<file path="src/rtl/core_mode_stack_state_cfg.svh">
// constants for the core mode, stack and status register state
`ifndef CORE_MODE_STACK_STATE_CFG_SVH
`define CORE_MODE_STACK_STATE_CFG_SVH
`define MSS_MSP_VECTOR_ADDR   32'h0000_0000
`define MSS_PC_VECTOR_ADDR    32'h0000_0004
`define MSS_NUM_GPR           13
`define MSS_REG_SP            4'hD
`define MSS_REG_LR            4'hE
`define MSS_REG_PC            4'hF
`define MSS_FLAG_N_BIT        31
`define MSS_FLAG_Z_BIT        30
`define MSS_FLAG_C_BIT        29
`define MSS_FLAG_V_BIT        28
`define MSS_FLAGS_MSB         31
`define MSS_FLAGS_LSB         28
`define MSS_EXC_MSB           5
`define MSS_EXC_LSB           0
`define MSS_TBIT_POS          24
`define MSS_CTRL_SPSEL_BIT    1
`define MSS_EXC_THREAD        6'h00
`define MSS_EXC_NMI           6'h02
`define MSS_EXC_HARDFAULT     6'h03
`define MSS_EXC_SVCALL        6'h0B
`define MSS_EXC_PENDSV        6'h0E
`define MSS_EXC_SYSTICK       6'h0F
`define MSS_EXC_IRQ_FIRST     6'h10
`define MSS_EXC_IRQ_LAST      6'h2F
`define MSS_EXC_RESET         6'h00
`define MSS_CTRL_RESET        1'h0
`define MSS_SEL_FLAGS         3'h1
`define MSS_SEL_EXC           3'h2
`define MSS_SEL_EXEC          3'h4
`endif

</file>
<file path="src/rtl/core_mode_stack_state_pkg.sv">
// types for the core mode, stack and status register state
package core_mode_stack_state_pkg;
  typedef enum logic [1:0] {
    ST_FETCH_SP = 2'b00,
    ST_FETCH_PC = 2'b01,
    ST_RUN      = 2'b10,
    ST_LOCKUP   = 2'b11
  } boot_state_t;
  typedef enum logic {
    MODE_THREAD  = 1'b0,
    MODE_HANDLER = 1'b1
  } proc_mode_t;
endpackage

</file>
<file path="src/rtl/core_mode_stack_state.sv">
// core programmers-model state: modes, dual stack pointers, registers, status word
//
// Overview of operation
// - reset leaves the core in thread mode
// - handler for exceptions, thread after all finish
// - push decrements pointer then stores item
// - separate main and process stack pointers
// - handler mode always uses main pointer
// - thread mode: select bit picks pointer, resets 0
// - reset loads main pointer from address 0
// - reset loads program counter from address 4
// - execution state bit 24 from vector bit 0
// - thirteen 32-bit general registers, undefined reset
// - register 13 aliases selected stack pointer
// - register 14 holds return link information
// - register 15 holds current instruction address
// - status word has three disjoint fields
// - status moves name any field combination
// - software writes to exception number discarded
// - execution state reads zero, ignores writes
// - flags N Z C V at bits 31..28
// - exception number resets zero, read only
// - exception codes: thread, faults, irq 16..47
// - handler mode: select bit reads zero, no writes
// - execute with state bit clear faults or locks
`timescale 1ns/1ps
`include "core_mode_stack_state_cfg.svh"
module core_mode_stack_state #(
  parameter int NUM_GPR = `MSS_NUM_GPR
) (
  input  wire logic        i_mclk,
  input  wire logic        i_sys_rst,
  input  wire logic        i_clk_en,
  // vector fetch port toward memory
  output logic             o_vec_req,
  output logic      [31:0] o_vec_addr,
  input  wire logic        i_vec_valid,
  input  wire logic [31:0] i_vec_data,
  // general register write and read
  input  wire logic        i_reg_we,
  input  wire logic [3:0]  i_reg_waddr,
  input  wire logic [31:0] i_reg_wdata,
  input  wire logic [3:0]  i_reg_raddr,
  output logic      [31:0] o_reg_rdata,
  // stack push and pop
  input  wire logic        i_push,
  input  wire logic        i_pop,
  input  wire logic [31:0] i_push_data,
  output logic             o_push_we,
  output logic      [31:0] o_push_addr,
  output logic      [31:0] o_push_data,
  // program counter flow
  input  wire logic        i_pc_load,
  input  wire logic [31:0] i_pc_target,
  input  wire logic        i_instr_issue,
  // condition flag update from execution
  input  wire logic        i_flags_we,
  input  wire logic [3:0]  i_flags_in,
  // exception entry and return
  input  wire logic        i_exc_enter,
  input  wire logic [5:0]  i_exc_num,
  input  wire logic        i_exc_return,
  input  wire logic [5:0]  i_exc_ret_num,
  input  wire logic        i_exc_ret_tbit,
  input  wire logic        i_exc_ret_spsel,
  // status move instructions
  input  wire logic        i_msr_we,
  input  wire logic        i_mrs_re,
  input  wire logic [2:0]  i_psr_sel,
  input  wire logic [31:0] i_psr_wdata,
  output logic      [31:0] o_psr_rdata,
  input  wire logic        i_ctrl_we,
  input  wire logic [31:0] i_ctrl_wdata,
  output logic      [31:0] o_ctrl_rdata,
  // state outputs
  output logic             o_handler_mode,
  output logic      [31:0] o_main_stack_pointer,
  output logic      [31:0] o_process_stack_pointer,
  output logic      [31:0] o_program_counter,
  output logic      [31:0] o_combined_program_status,
  output logic             o_hardfault,
  output logic             o_lockup
);
  core_mode_stack_state_pkg::boot_state_t boot_reg, boot_next;
  core_mode_stack_state_pkg::proc_mode_t  mode_reg;

  logic [31:0] gpr_reg [NUM_GPR];
  logic [31:0] main_stack_pointer_reg;
  logic [31:0] process_stack_pointer_reg;
  logic [31:0] return_link_register_reg;
  logic [31:0] program_counter_reg;
  logic [3:0]  flags_reg;
  logic [5:0]  exc_num_reg;
  logic        tbit_reg;
  logic        spsel_reg;
  logic        vec_req_reg;
  logic [31:0] vec_addr_reg;
  logic [31:0] reg_rdata_reg;
  logic [31:0] psr_rdata_reg;
  logic [31:0] ctrl_rdata_reg;
  logic        push_we_reg;
  logic [31:0] push_addr_reg;
  logic [31:0] push_data_reg;
  logic        hardfault_reg;
  logic        lockup_reg;

  wire         running;
  wire         in_handler;
  wire         use_psp;
  wire [31:0]  stack_pointer_alias;
  wire [31:0]  sp_dec;
  wire [31:0]  sp_inc;
  wire [31:0]  sp_next;
  wire         sp_write;
  wire [31:0]  sp_wval;
  wire         msr_flags;
  wire [3:0]   flags_next;
  wire [31:0]  psr_view;
  wire [31:0]  psr_full;
  wire         tbit_fault;
  wire         exec_ok;
  wire         exc_legal;

  assign running    = boot_reg == core_mode_stack_state_pkg::ST_RUN;
  assign in_handler = mode_reg == core_mode_stack_state_pkg::MODE_HANDLER;
  assign use_psp    = !in_handler && spsel_reg;
  assign stack_pointer_alias = use_psp ? process_stack_pointer_reg
                                       : main_stack_pointer_reg;
  // full descending: the decremented pointer is both new top and store address
  assign sp_dec   = stack_pointer_alias - 32'h0000_0004;
  assign sp_inc   = stack_pointer_alias + 32'h0000_0004;
  assign sp_write = running && i_reg_we && i_reg_waddr == `MSS_REG_SP;
  assign sp_wval  = {i_reg_wdata[31:2], 2'b00};
  assign sp_next  = sp_write ? sp_wval : (i_push ? sp_dec : sp_inc);

  // codes 1, 4-10, 12, 13 and 48-63 are reserved and refused on entry
  assign exc_legal = (i_exc_num == `MSS_EXC_NMI) || (i_exc_num == `MSS_EXC_HARDFAULT)
                  || (i_exc_num == `MSS_EXC_SVCALL) || (i_exc_num == `MSS_EXC_PENDSV)
                  || (i_exc_num == `MSS_EXC_SYSTICK)
                  || (i_exc_num >= `MSS_EXC_IRQ_FIRST && i_exc_num <= `MSS_EXC_IRQ_LAST);

  assign msr_flags  = running && i_msr_we && (i_psr_sel & `MSS_SEL_FLAGS) != 3'h0;
  assign flags_next = msr_flags ? i_psr_wdata[`MSS_FLAGS_MSB:`MSS_FLAGS_LSB]
                                : i_flags_in;

  // the stacked view keeps all three fields, software views do not
  assign psr_full = {flags_reg, 3'b000, tbit_reg, 18'h00000, exc_num_reg};
  assign tbit_fault = running && i_instr_issue && !tbit_reg;
  assign exec_ok    = running && !tbit_fault;

  status_view_mux u_view (
    .i_sel     (i_psr_sel),
    .i_flags   (flags_reg),
    .i_exc_num (exc_num_reg),
    .o_word    (psr_view)
  );

  // reset fetch sequence: stack word first, then the reset vector
  always_comb begin
    boot_next = boot_reg;
    case (boot_reg)
      core_mode_stack_state_pkg::ST_FETCH_SP:
        if (i_vec_valid) boot_next = core_mode_stack_state_pkg::ST_FETCH_PC;
      core_mode_stack_state_pkg::ST_FETCH_PC:
        if (i_vec_valid) boot_next = core_mode_stack_state_pkg::ST_RUN;
      core_mode_stack_state_pkg::ST_RUN:
        if (tbit_fault && in_handler && exc_num_reg == `MSS_EXC_HARDFAULT) begin
          boot_next = core_mode_stack_state_pkg::ST_LOCKUP;
        end
      core_mode_stack_state_pkg::ST_LOCKUP:
        boot_next = core_mode_stack_state_pkg::ST_LOCKUP;
      default:
        boot_next = core_mode_stack_state_pkg::ST_FETCH_SP;
    endcase
  end

  always_ff @(posedge i_mclk) begin
    if (i_sys_rst) begin
      boot_reg     <= core_mode_stack_state_pkg::ST_FETCH_SP;
      vec_req_reg  <= 1'b1;
      vec_addr_reg <= `MSS_MSP_VECTOR_ADDR;
    end else if (i_clk_en) begin
      boot_reg     <= boot_next;
      vec_req_reg  <= boot_next != core_mode_stack_state_pkg::ST_RUN
                   && boot_next != core_mode_stack_state_pkg::ST_LOCKUP;
      vec_addr_reg <= boot_next == core_mode_stack_state_pkg::ST_FETCH_SP
                    ? `MSS_MSP_VECTOR_ADDR : `MSS_PC_VECTOR_ADDR;
    end
  end

  // mode follows exception entry and the final exception return
  always_ff @(posedge i_mclk) begin
    if (i_sys_rst) begin
      mode_reg    <= core_mode_stack_state_pkg::MODE_THREAD;
      exc_num_reg <= `MSS_EXC_RESET;
    end else if (i_clk_en && running) begin
      if (i_exc_enter && exc_legal) begin
        mode_reg    <= core_mode_stack_state_pkg::MODE_HANDLER;
        exc_num_reg <= i_exc_num;
      end else if (tbit_fault) begin
        mode_reg    <= core_mode_stack_state_pkg::MODE_HANDLER;
        exc_num_reg <= `MSS_EXC_HARDFAULT;
      end else if (i_exc_return) begin
        exc_num_reg <= i_exc_ret_num;
        mode_reg    <= i_exc_ret_num == `MSS_EXC_THREAD
                     ? core_mode_stack_state_pkg::MODE_THREAD
                     : core_mode_stack_state_pkg::MODE_HANDLER;
      end
    end
  end

  // control select bit; ignored from software in handler mode
  always_ff @(posedge i_mclk) begin
    if (i_sys_rst) begin
      spsel_reg <= `MSS_CTRL_RESET;
    end else if (i_clk_en && running) begin
      if (i_exc_enter && exc_legal) begin
        spsel_reg <= 1'b0;
      end else if (i_exc_return) begin
        spsel_reg <= i_exc_ret_num == `MSS_EXC_THREAD ? i_exc_ret_spsel : 1'b0;
      end else if (i_ctrl_we && !in_handler) begin
        spsel_reg <= i_ctrl_wdata[`MSS_CTRL_SPSEL_BIT];
      end
    end
  end

  // two independent pointer copies, only the selected one moves
  always_ff @(posedge i_mclk) begin
    if (i_clk_en) begin
      if (boot_reg == core_mode_stack_state_pkg::ST_FETCH_SP && i_vec_valid) begin
        main_stack_pointer_reg <= {i_vec_data[31:2], 2'b00};
      end else if (running && (sp_write || i_push || i_pop) && !use_psp) begin
        main_stack_pointer_reg <= sp_next;
      end
      if (running && (sp_write || i_push || i_pop) && use_psp) begin
        process_stack_pointer_reg <= sp_next;
      end
    end
  end

  always_ff @(posedge i_mclk) begin
    if (i_sys_rst) begin
      push_we_reg <= 1'b0;
    end else if (i_clk_en) begin
      push_we_reg <= running && i_push && !sp_write;
    end
  end

  always_ff @(posedge i_mclk) begin
    if (i_clk_en) begin
      push_addr_reg <= sp_dec;
      push_data_reg <= i_push_data;
    end
  end

  // program counter and execution state bit
  always_ff @(posedge i_mclk) begin
    if (i_clk_en) begin
      if (boot_reg == core_mode_stack_state_pkg::ST_FETCH_PC && i_vec_valid) begin
        program_counter_reg <= {i_vec_data[31:1], 1'b0};
        tbit_reg            <= i_vec_data[0];
      end else if (running && i_exc_return) begin
        tbit_reg            <= i_exc_ret_tbit;
      end else if (running && i_pc_load) begin
        program_counter_reg <= {i_pc_target[31:1], 1'b0};
        tbit_reg            <= i_pc_target[0];
      end else if (running && i_reg_we && i_reg_waddr == `MSS_REG_PC) begin
        program_counter_reg <= {i_reg_wdata[31:1], 1'b0};
      end
    end
  end

  // general registers and link: no reset, contents undefined
  always_ff @(posedge i_mclk) begin
    if (i_clk_en && running && i_reg_we) begin
      if (i_reg_waddr < 4'(NUM_GPR)) begin
        gpr_reg[i_reg_waddr] <= i_reg_wdata;
      end
      if (i_reg_waddr == `MSS_REG_LR) begin
        return_link_register_reg <= i_reg_wdata;
      end
    end
  end

  // flags: software path through the status move, else execution
  always_ff @(posedge i_mclk) begin
    if (i_clk_en && (msr_flags || (running && i_flags_we))) begin
      flags_reg <= flags_next;
    end
  end

  always_ff @(posedge i_mclk) begin
    if (i_sys_rst) begin
      reg_rdata_reg  <= 32'h0000_0000;
      psr_rdata_reg  <= 32'h0000_0000;
      ctrl_rdata_reg <= 32'h0000_0000;
    end else if (i_clk_en) begin
      if (i_reg_raddr == `MSS_REG_SP) begin
        reg_rdata_reg <= stack_pointer_alias;
      end else if (i_reg_raddr == `MSS_REG_LR) begin
        reg_rdata_reg <= return_link_register_reg;
      end else if (i_reg_raddr == `MSS_REG_PC) begin
        reg_rdata_reg <= program_counter_reg;
      end else begin
        reg_rdata_reg <= gpr_reg[i_reg_raddr];
      end
      if (i_mrs_re) begin
        psr_rdata_reg <= psr_view;
      end
      ctrl_rdata_reg <= {30'h0, use_psp, 1'b0};
    end
  end

  always_ff @(posedge i_mclk) begin
    if (i_sys_rst) begin
      hardfault_reg <= 1'b0;
      lockup_reg    <= 1'b0;
    end else if (i_clk_en) begin
      hardfault_reg <= tbit_fault;
      lockup_reg    <= boot_next == core_mode_stack_state_pkg::ST_LOCKUP;
    end
  end

  assign o_vec_req                 = vec_req_reg;
  assign o_vec_addr                = vec_addr_reg;
  assign o_reg_rdata               = reg_rdata_reg;
  assign o_psr_rdata               = psr_rdata_reg;
  assign o_ctrl_rdata              = ctrl_rdata_reg;
  assign o_push_we                 = push_we_reg;
  assign o_push_addr               = push_addr_reg;
  assign o_push_data               = push_data_reg;
  assign o_handler_mode            = mode_reg;
  assign o_main_stack_pointer      = main_stack_pointer_reg;
  assign o_process_stack_pointer   = process_stack_pointer_reg;
  assign o_program_counter         = program_counter_reg;
  assign o_combined_program_status = psr_full;
  assign o_hardfault               = hardfault_reg;
  assign o_lockup                  = lockup_reg;

  property p_reset_thread;
    @(posedge i_mclk) $fell(i_sys_rst) |-> !o_handler_mode;
  endproperty
  a_reset_thread: assert property (p_reset_thread) else $error("not thread after reset");

  property p_enter_handler;
    @(posedge i_mclk) disable iff (i_sys_rst)
      (i_clk_en && running && i_exc_enter && exc_legal) |=> o_handler_mode && exc_num_reg == $past(i_exc_num);
  endproperty
  a_enter_handler: assert property (p_enter_handler) else $error("exception entry missed");

  property p_push_desc;
    @(posedge i_mclk) disable iff (i_sys_rst)
      (i_clk_en && running && i_push && !sp_write) |=> o_push_we && o_push_addr == $past(sp_dec);
  endproperty
  a_push_desc: assert property (p_push_desc) else $error("push address not decremented");

  property p_psp_hold;
    @(posedge i_mclk) disable iff (i_sys_rst)
      (i_clk_en && running && !use_psp) |=> $stable(process_stack_pointer_reg);
  endproperty
  a_psp_hold: assert property (p_psp_hold) else $error("process pointer moved");

  property p_handler_msp;
    @(posedge i_mclk) disable iff (i_sys_rst) in_handler |-> stack_pointer_alias == main_stack_pointer_reg;
  endproperty
  a_handler_msp: assert property (p_handler_msp) else $error("handler not on main stack");

  property p_msp_boot;
    @(posedge i_mclk) disable iff (i_sys_rst)
      (i_clk_en && boot_reg == core_mode_stack_state_pkg::ST_FETCH_SP && i_vec_valid)
      |=> main_stack_pointer_reg == {$past(i_vec_data[31:2]), 2'b00};
  endproperty
  a_msp_boot: assert property (p_msp_boot) else $error("main pointer not loaded");

  property p_tbit_boot;
    @(posedge i_mclk) disable iff (i_sys_rst)
      (i_clk_en && boot_reg == core_mode_stack_state_pkg::ST_FETCH_PC && i_vec_valid)
      |=> tbit_reg == $past(i_vec_data[0]) && running;
  endproperty
  a_tbit_boot: assert property (p_tbit_boot) else $error("state bit not loaded");

  property p_exec_zero;
    @(posedge i_mclk) disable iff (i_sys_rst) psr_rdata_reg[`MSS_TBIT_POS] == 1'b0;
  endproperty
  a_exec_zero: assert property (p_exec_zero) else $error("execution state visible");

  property p_ctrl_handler;
    @(posedge i_mclk) disable iff (i_sys_rst)
      (i_clk_en && in_handler) |=> o_ctrl_rdata[`MSS_CTRL_SPSEL_BIT] == 1'b0;
  endproperty
  a_ctrl_handler: assert property (p_ctrl_handler) else $error("select bit visible in handler");

  property p_tfault;
    @(posedge i_mclk) disable iff (i_sys_rst) (i_clk_en && tbit_fault) |=> o_hardfault;
  endproperty
  a_tfault: assert property (p_tfault) else $error("state bit fault not raised");
endmodule

</file>
<file path="src/rtl/status_view_mux.sv">
// status word assembly for one software view of the combined status
`timescale 1ns/1ps
`include "core_mode_stack_state_cfg.svh"
module status_view_mux (
  input  wire logic [2:0]  i_sel,
  input  wire logic [3:0]  i_flags,
  input  wire logic [5:0]  i_exc_num,
  output logic      [31:0] o_word
);
  wire [31:0] flags_part;
  wire [31:0] exc_part;
  // reserved bits stay zero; the execution state never reaches software
  assign flags_part = (i_sel & `MSS_SEL_FLAGS) != 3'h0 ? {i_flags, 28'h0000000} : 32'h0;
  assign exc_part   = (i_sel & `MSS_SEL_EXC) != 3'h0 ? {26'h0, i_exc_num} : 32'h0;
  assign o_word     = flags_part | exc_part;
endmodule
</file>
<file path="config.mk">
export PLATFORM = sky130hd
export DESIGN_NAME = core_mode_stack_state
export DESIGN_NICKNAME = d
export VERILOG_FILES = /design/src/rtl/core_mode_stack_state_pkg.sv /design/src/rtl/core_mode_stack_state.sv /design/src/rtl/status_view_mux.sv
export VERILOG_INCLUDE_DIRS = /design/src /design/src/rtl
export SDC_FILE = /design/constraint.sdc
export NUM_CORES = 1
export LEC_CHECK = 0
export ABC_AREA = 1
export ABC_CLOCK_PERIOD_IN_PS = 4800
export BUFFER_PORTS_ARGS = -buffer_cell sky130_fd_sc_hd__buf_4
export CAP_MARGIN = 15
export CORE_UTILIZATION = 56
export DETAILED_ROUTE_END_ITERATION = 8
export GPL_TIMING_DRIVEN = 0
export PLACE_DENSITY = 0.8
export REMOVE_ABC_BUFFERS = 1
export SLEW_MARGIN = 0
export SYNTH_ARGS = -nofsm -noshare
export SYNTH_HDL_FRONTEND = slang
export SYNTH_SLANG_ARGS = --single-unit
</file>
<file path="constraint.sdc">
create_clock -name i_mclk -period 4.8 [get_ports i_mclk]
set_input_delay 0 -clock i_mclk [delete_from_list [all_inputs] [get_ports i_mclk]]
set_output_delay 0 -clock i_mclk [all_outputs]
set_load 0.01 [all_outputs]
</file>
## Word level (Yosys, flattened, before mapping)

Memories as Yosys holds them, arrays and structs flattened.
Cells that the tools add are included.

- Add/subtract/negate cells: 2
- Order comparisons: 3
- Equal/unequal tests: 19
- Mux-type cells: 37
- Bitwise operators: 1
- Reduce and logical (&&, ||, !) cells: 55

Operator list:

| kind | count |
|---|---|
| 32-bit 2-to-1 mux | 13 |
| 32-bit by 3-bit adder with 32-bit output (second input constant) | 1 |
| 32-bit by 6-bit bitwise OR with 32-bit output | 1 |
| 32-bit by 3-bit subtractor with 32-bit output (second input constant) | 1 |
| 1-bit logical AND | 27 |
| 4-bit == test (second input constant) | 6 |
| 6-bit 2-to-1 mux | 4 |
| 6-bit by 2-bit == test with 1-bit output (second input constant) | 3 |
| 6-bit by 4-bit == test with 1-bit output (second input constant) | 3 |
| 1-bit 2-to-1 mux | 14 |
| 2-bit AND reduction | 7 |
| 3-bit nonzero test | 4 |
| 1-bit logical OR | 8 |
| 2-bit case mux with 4 select lines | 1 |
| 2-bit == test (second input constant) | 3 |
| 6-bit by 5-bit >= comparator with 1-bit output (second input constant) | 1 |
| 6-bit <= comparator (second input constant) | 1 |
| 6-bit zero test | 1 |
| 2-bit 2-to-1 mux | 3 |
| 2-bit != test (second input constant) | 3 |
| 1-bit zero test | 4 |
| 2-bit zero test | 2 |
| 4-bit less-than comparator (second input constant) | 1 |
| 4-bit 2-to-1 mux | 1 |
| 4 further kinds | 4 |

- Bits in registers: 308
- Memory bits (writable): 416
- Input bits: 236
- Output and inout bits: 325
- Memories kept: 1

Memory list:

| name | words | width | read ports | clocked after memory_dff | wr ports | line | text |
|---|---|---|---|---|---|---|---|
| gpr_reg | 13 | 32 | 1 | 0 | 1 | core_mode_stack_state.sv:87 | `logic [31:0] gpr_reg [NUM_GPR];` |

## Depth between registers and ports, before layout

- Word-level depth: 9
- Gate-level depth with buffers: 18
- Depth with buffers taken out: 17

## Cells and area by module

Synthesis repeated with hierarchy kept, for this count alone.

- Cells, all modules: 3099
- Area, all modules: 31529.0 µm²

Modules (own cells, without submodules):

| module | instances | cells an instance | area each (µm²) |
|---|---|---|---|
| core_mode_stack_state | 1 | 3056 | 31285.0 |
| status_view_mux | 1 | 43 | 244.0 |

## Least setup slack after synthesis

OpenSTA, ideal clock, no wires.

- Path type: register -> register
- Start: register boot_reg[0]
- End: register program_counter_reg[10] (netlist: o_program_counter[10]) (enable)
- Library setup time: 458 ps
- Arrival time: 3200 ps
- Required time: 4342 ps
- Path slack: 1142 ps
- Stages on the path, launching flop included: 8
- Path buffers: 1
- Cell sequence: dfxtp_1 -> inv_1 -> nor3_1 -> inv_1 -> clkbuf_1 -> nand2_1 -> a21oi_1 -> nor3_1

- Word-level cells in the longest chain between the ends: 5
- Elaborated cells on any way between the ends: 10
- Those cells by class: eq/ne (3); reduce/logical (7)

Ends and longest elaborated chain:

| item | line | text |
|---|---|---|
| start, declared | core_mode_stack_state.sv:84 | `core_mode_stack_state_pkg::boot_state_t boot_reg, boot_next;` |
| start signal, assigned | core_mode_stack_state.sv:179 | `boot_reg <= core_mode_stack_state_pkg::ST_FETCH_SP;` |
| start signal, assigned | core_mode_stack_state.sv:183 | `boot_reg <= boot_next;` |
| 2-bit == test | core_mode_stack_state.sv:124 | `assign running = boot_reg == core_mode_stack_state_pkg::ST_RUN;` |
| 1-bit logical AND | core_mode_stack_state.sv:267 | `` end else if (running && i_reg_we && i_reg_waddr == `MSS_REG_PC) begin `` |
| 1-bit logical AND (no line) | n/a |  |
| 3-bit nonzero test (no line) | n/a |  |
| 3-bit AND reduction (no line) * | n/a |  |
| end signal, assigned | core_mode_stack_state.sv:260 | `program_counter_reg <= {i_vec_data[31:1], 1'b0};` |
| end signal, assigned | core_mode_stack_state.sv:265 | `program_counter_reg <= {i_pc_target[31:1], 1'b0};` |
| end signal, assigned | core_mode_stack_state.sv:268 | `program_counter_reg <= {i_reg_wdata[31:1], 1'b0};` |
| end, declared | core_mode_stack_state.sv:91 | `logic [31:0] program_counter_reg;` |

Mark *: on every way between the ends. The rest lies on a longest branch, timed or not.
A chain may end at the register's enable or synchronous reset.

## Worst setup path after layout

- Start: register spsel_reg
- End: register main_stack_pointer_reg[28] (netlist: o_main_stack_pointer[28]) (data pin)

- Word-level cells in the longest chain between the ends: 7
- Elaborated cells on any way between the ends: 8
- Those cells by class: add/sub (2); mux (5); reduce/logical (1)

Ends and longest elaborated chain:

| item | line | text |
|---|---|---|
| start, declared | core_mode_stack_state.sv:95 | `logic spsel_reg;` |
| start signal, assigned | core_mode_stack_state.sv:215 | `` spsel_reg <= `MSS_CTRL_RESET; `` |
| start signal, assigned | core_mode_stack_state.sv:220 | `` spsel_reg <= i_exc_ret_num == `MSS_EXC_THREAD ? i_exc_ret_spsel : 1'b0; `` |
| start signal, assigned | core_mode_stack_state.sv:222 | `` spsel_reg <= i_ctrl_wdata[`MSS_CTRL_SPSEL_BIT]; `` |
| 1-bit logical AND | core_mode_stack_state.sv:126 | `assign use_psp = !in_handler && spsel_reg;` |
| 32-bit 2-to-1 mux | core_mode_stack_state.sv:127 | `assign stack_pointer_alias = use_psp ? process_stack_pointer_reg` |
| 32-bit by 3-bit subtractor with 32-bit output | core_mode_stack_state.sv:130 | `assign sp_dec = stack_pointer_alias - 32'h0000_0004;` |
| via sp_dec[28] | core_mode_stack_state.sv:111 | `wire [31:0] sp_dec;` |
| 32-bit 2-to-1 mux (2 in series) | core_mode_stack_state.sv:134 | `assign sp_next = sp_write ? sp_wval : (i_push ? sp_dec : sp_inc);` |
| 32-bit 2-to-1 mux | core_mode_stack_state.sv:232 | `end else if (running && (sp_write \|\| i_push \|\| i_pop) && !use_psp) begin` |
| 32-bit 2-to-1 mux | core_mode_stack_state.sv:230 | `if (boot_reg == core_mode_stack_state_pkg::ST_FETCH_SP && i_vec_valid) begin` |
| end signal, assigned | core_mode_stack_state.sv:231 | `main_stack_pointer_reg <= {i_vec_data[31:2], 2'b00};` |
| end signal, assigned | core_mode_stack_state.sv:233 | `main_stack_pointer_reg <= sp_next;` |
| end, declared | core_mode_stack_state.sv:88 | `logic [31:0] main_stack_pointer_reg;` |

The timed path passes the listed nets, and every way through them passes these cells. The select of a mux whose other input is x is not followed.

==> impl_metrics.yaml <==
cts:
  numCtsBuffers: 70
  htree_levels: 3
  cts_sinks: 670
  root_buffer: "clkbuf_16"
  clkLatencyLatePin_ns: 0.65
  cts_tree: "done"
  cts_buffer_depth: 3
  cts_resized: 0
  path_clk_slew_ns: 0.06
worst_setup_path:
  crit_type: "reg -> reg"
  r2r_cells: 17
  crit_top_cell: "nand2_1"
  arrival_ns: 5.08
  path_max_fanout: 34
  crit_required_ns: 5.17
  crit_path_top_delay_cell: "dfxtp_2"
  startpoint_type: "flop"
  crit_chain: "inv_2 > nor2_4 > nand2_1 > nand2_2 > ha_1 > nand3_1 > nor2_2 > nand2_1 > nor2_2 > nand3_1 > nand2_1 > nand2_1 > nand2_1 > nand3_1 > nand3_1 > nand2_1 > dlygate4sd3_1"
  max_stage_delay_ns: 0.92
  end_kind: "flop"
timing:
  finalClockSkew_ns: 0.03990
  finalWorstSetupSlack_ns: 0.08649
  setup_viol: 0
  maxSlewViolCount: 0
  worst_slew_pin_slew_ns: 1.135
  fmax_mhz: 212.2
  maxSlewHeadroom: 0.2424
  rsz0062_at_grt: "false"
  timing.final.hold_violations: 0
  final.setup.tns_ns: 0
  finalCritPeriodShare: 0.9820
  finalCriticalPeriod_ns: 4.714
synthesis:
  synth_flop_cell: "edfxtp_1"
  syn_inst: 2969
  synth_warnings: 0
  ys_types: 49
  synth_top_area_cell: "edfxtp_1"
  synth_seq_cells: 670
  synth_area_mm2: 0.03075
  yosysSeqAreaShare: 0.6355
  synth.top_cells.by_area: "edfxtp_1 (60%), nand2_1 (8.8%), dfxtp_1 (3.8%), nor2_1 (3.3%), nand3_1 (3.2%)"
  synth_top_area_frac: 0.5977
  synth-edff-count: 612
  synthArstFlopShare: 0
  syn_area_per_cell_um2: 10.36
global_routing:
  grt_remaining_overflow: 0
  grt_pass1_vias: 24394
  grt_pass1_wl_um: 156400
  grt_max_degree: 104
  grt_use_total: 0.3836
  antenna_found_initial: 2
pwr:
  p_switching_mw: 3.424
  peakVddDrop_uv: 351.6
  clkPwrFrac: 0.399
  swShare: 0.2534
  power_density_mw_per_mm2: 350.0
  leakage_nw: 14.96
  internal_power_mw: 10.09
  combPwrFrac: 0.116
  totalPowerFinal_mw: 13.51
  pwr-share-seq: 0.485
outcome:
  status: "finished clean"
placed_design:
  hpwl_um: 71960
  place_ws_ns: 0.6949
  port_buffers: 394
  placed_cells: 3948
  gp_congestion: 0.9822
worst_hold_path:
  holdPathStages: 4
  min_path_type: "in -> reg"
routing:
  drt_iter0_markers: 3863
  via_count: 25717
  drc: 0
  vias_per_cell: 6.027
  drt-total-wl_um: 108900
  wl_per_cell_um: 25.51
  ant_nets: 0
  first_pass_iters: 5
final_layout:
  drive_above_1_share: 0.1971
  utilization: 0.7145
  final_cell_mix: "nand2_1 (720), edfxtp_1 (612), buf_4 (395)"
  syn_to_final_growth_pct: 25.56
  final_common_cell: "nand2_1"
  fin_nets: 3757
  diodes: 0
  fin_cells: 4267
  largest_reg_flops: 416
floorplanning:
  std_cell_rows: 85
  io_pins: 561
  die_w_um: 236.3
  core_mm2: 0.05403
  die_y_um: 236.3
  dieArea_mm2: 0.05584
  start_util: 0.5691
job:
  cap_violations: 0
cells in the mapped netlist, types with 2 or more instances:
cell       count
inv_2         10
buf_2         25
a22oi_1       28
o31ai_1        8
o21ai_1        6
o22ai_1        9
mux2i_1        5
nor2_1       270
buf_1         11
a21oi_1      118
xor2_1        10
nand3_1      196
nor2_4        11
nand2_4        3
xor2_2         4
edfxtp_1     612
clkbuf_1      97
nand3b_1       4
o211ai_1      60
buf_4        107
a31oi_1       19
inv_1        150
nand2_2       39
o21ai_2        3
nor3_1        13
clkinv_1       4
dfxtp_1       58
nand4_1       59
nor2_2        21
and2_1        35
ha_1           3
a41oi_1        2
mux2_2         4
o21ai_0      144
buf_6          8
nand2_1      723
o2111ai_1     27
or2_2         52
metal layers:
metal | vias up | part of all wire | track usage
met4 | 0 | 0.047 | 0.1724
met5 | - | 0 | 0
li1 | 11182 | - | -
met3 | 358 | 0.12 | 0.08496
met1 | 12227 | 0.36 | 0.4976
met2 | 1950 | 0.47 | 0.6193
power groups by stage:
stage	clock network, mW	logic, mW	registers, mW
after floorplan	0	0.591	6.70
final	5.39	1.57	6.55
after CTS	5.38	1.51	6.55
after detailed placement	0	1.36	6.68
after global routing	5.62	1.66	6.56
after global placement	0	1.32	6.68
timing repair:
| action | CTS | global route |
|---|---|---|
| buffers inserted | 0 | 0 |
| hold buffers | 189 | 2 |
| endpoints found under the hold margin | 626 | 22 |
cell type report:
class / instances / area (µm²)
multi-input combinational: 1990 / 9686
clock buffer: 89 / 1833
timing repair buffer: 621 / 5607
inverter: 165 / 629.4
sequential: 670 / 19540
fill: 3653 / 15420
clock inverter: 36 / 439.2
tap: 696 / 870.8
cell families after synthesis:
| logic type | count (synthesis) | synth area share |
|---|---|---|
| AO/OA/AOI/OAI | 429 | 0.08347 |
| XOR/XNOR | 14 | 0.004965 |
| adder cells (fa/ha/maj) | 3 | 0.001221 |
| buffers and inverters | 414 | 0.06719 |
| flip-flops | 670 | 0.6355 |
| multiplexers | 9 | 0.003093 |
| other | 1 | 0.0001220 |
| AND/OR/NAND/NOR | 1429 | 0.2045 |
stage by stage:
stage | instance area [µm²] | hold slack (ns)
2_1_floorplan | 29700 | 0.06907
3_3_place_gp | 33520 | 0.1799
3_5_place_dp | 34340 | 0.1799
4_1_cts | 38500 | 0.001541
5_1_grt | 38600 | 0.006753
6_report | 38600 | 0.006251
critical path: cells and delay by family, from the launching register on:
kind	cells	cell delay, ns
buffers and inverters	2	0.65
DFF	1	0.92
adders and majority gates	1	0.22
and+or+nand+nor	14	2.61
path summary, 6_finish.rpt:
path,slack (ns),from,endpoint
max reg2reg,0.09,spsel_reg,o_main_stack_pointer[28]
min,0.006,i_reg_we,o_process_stack_pointer[1]
max,0.09,spsel_reg,o_main_stack_pointer[28]
min reg2reg,0.47,o_ctrl_rdata[1],o_ctrl_rdata[1]
(Power assumes the default switching activity.)
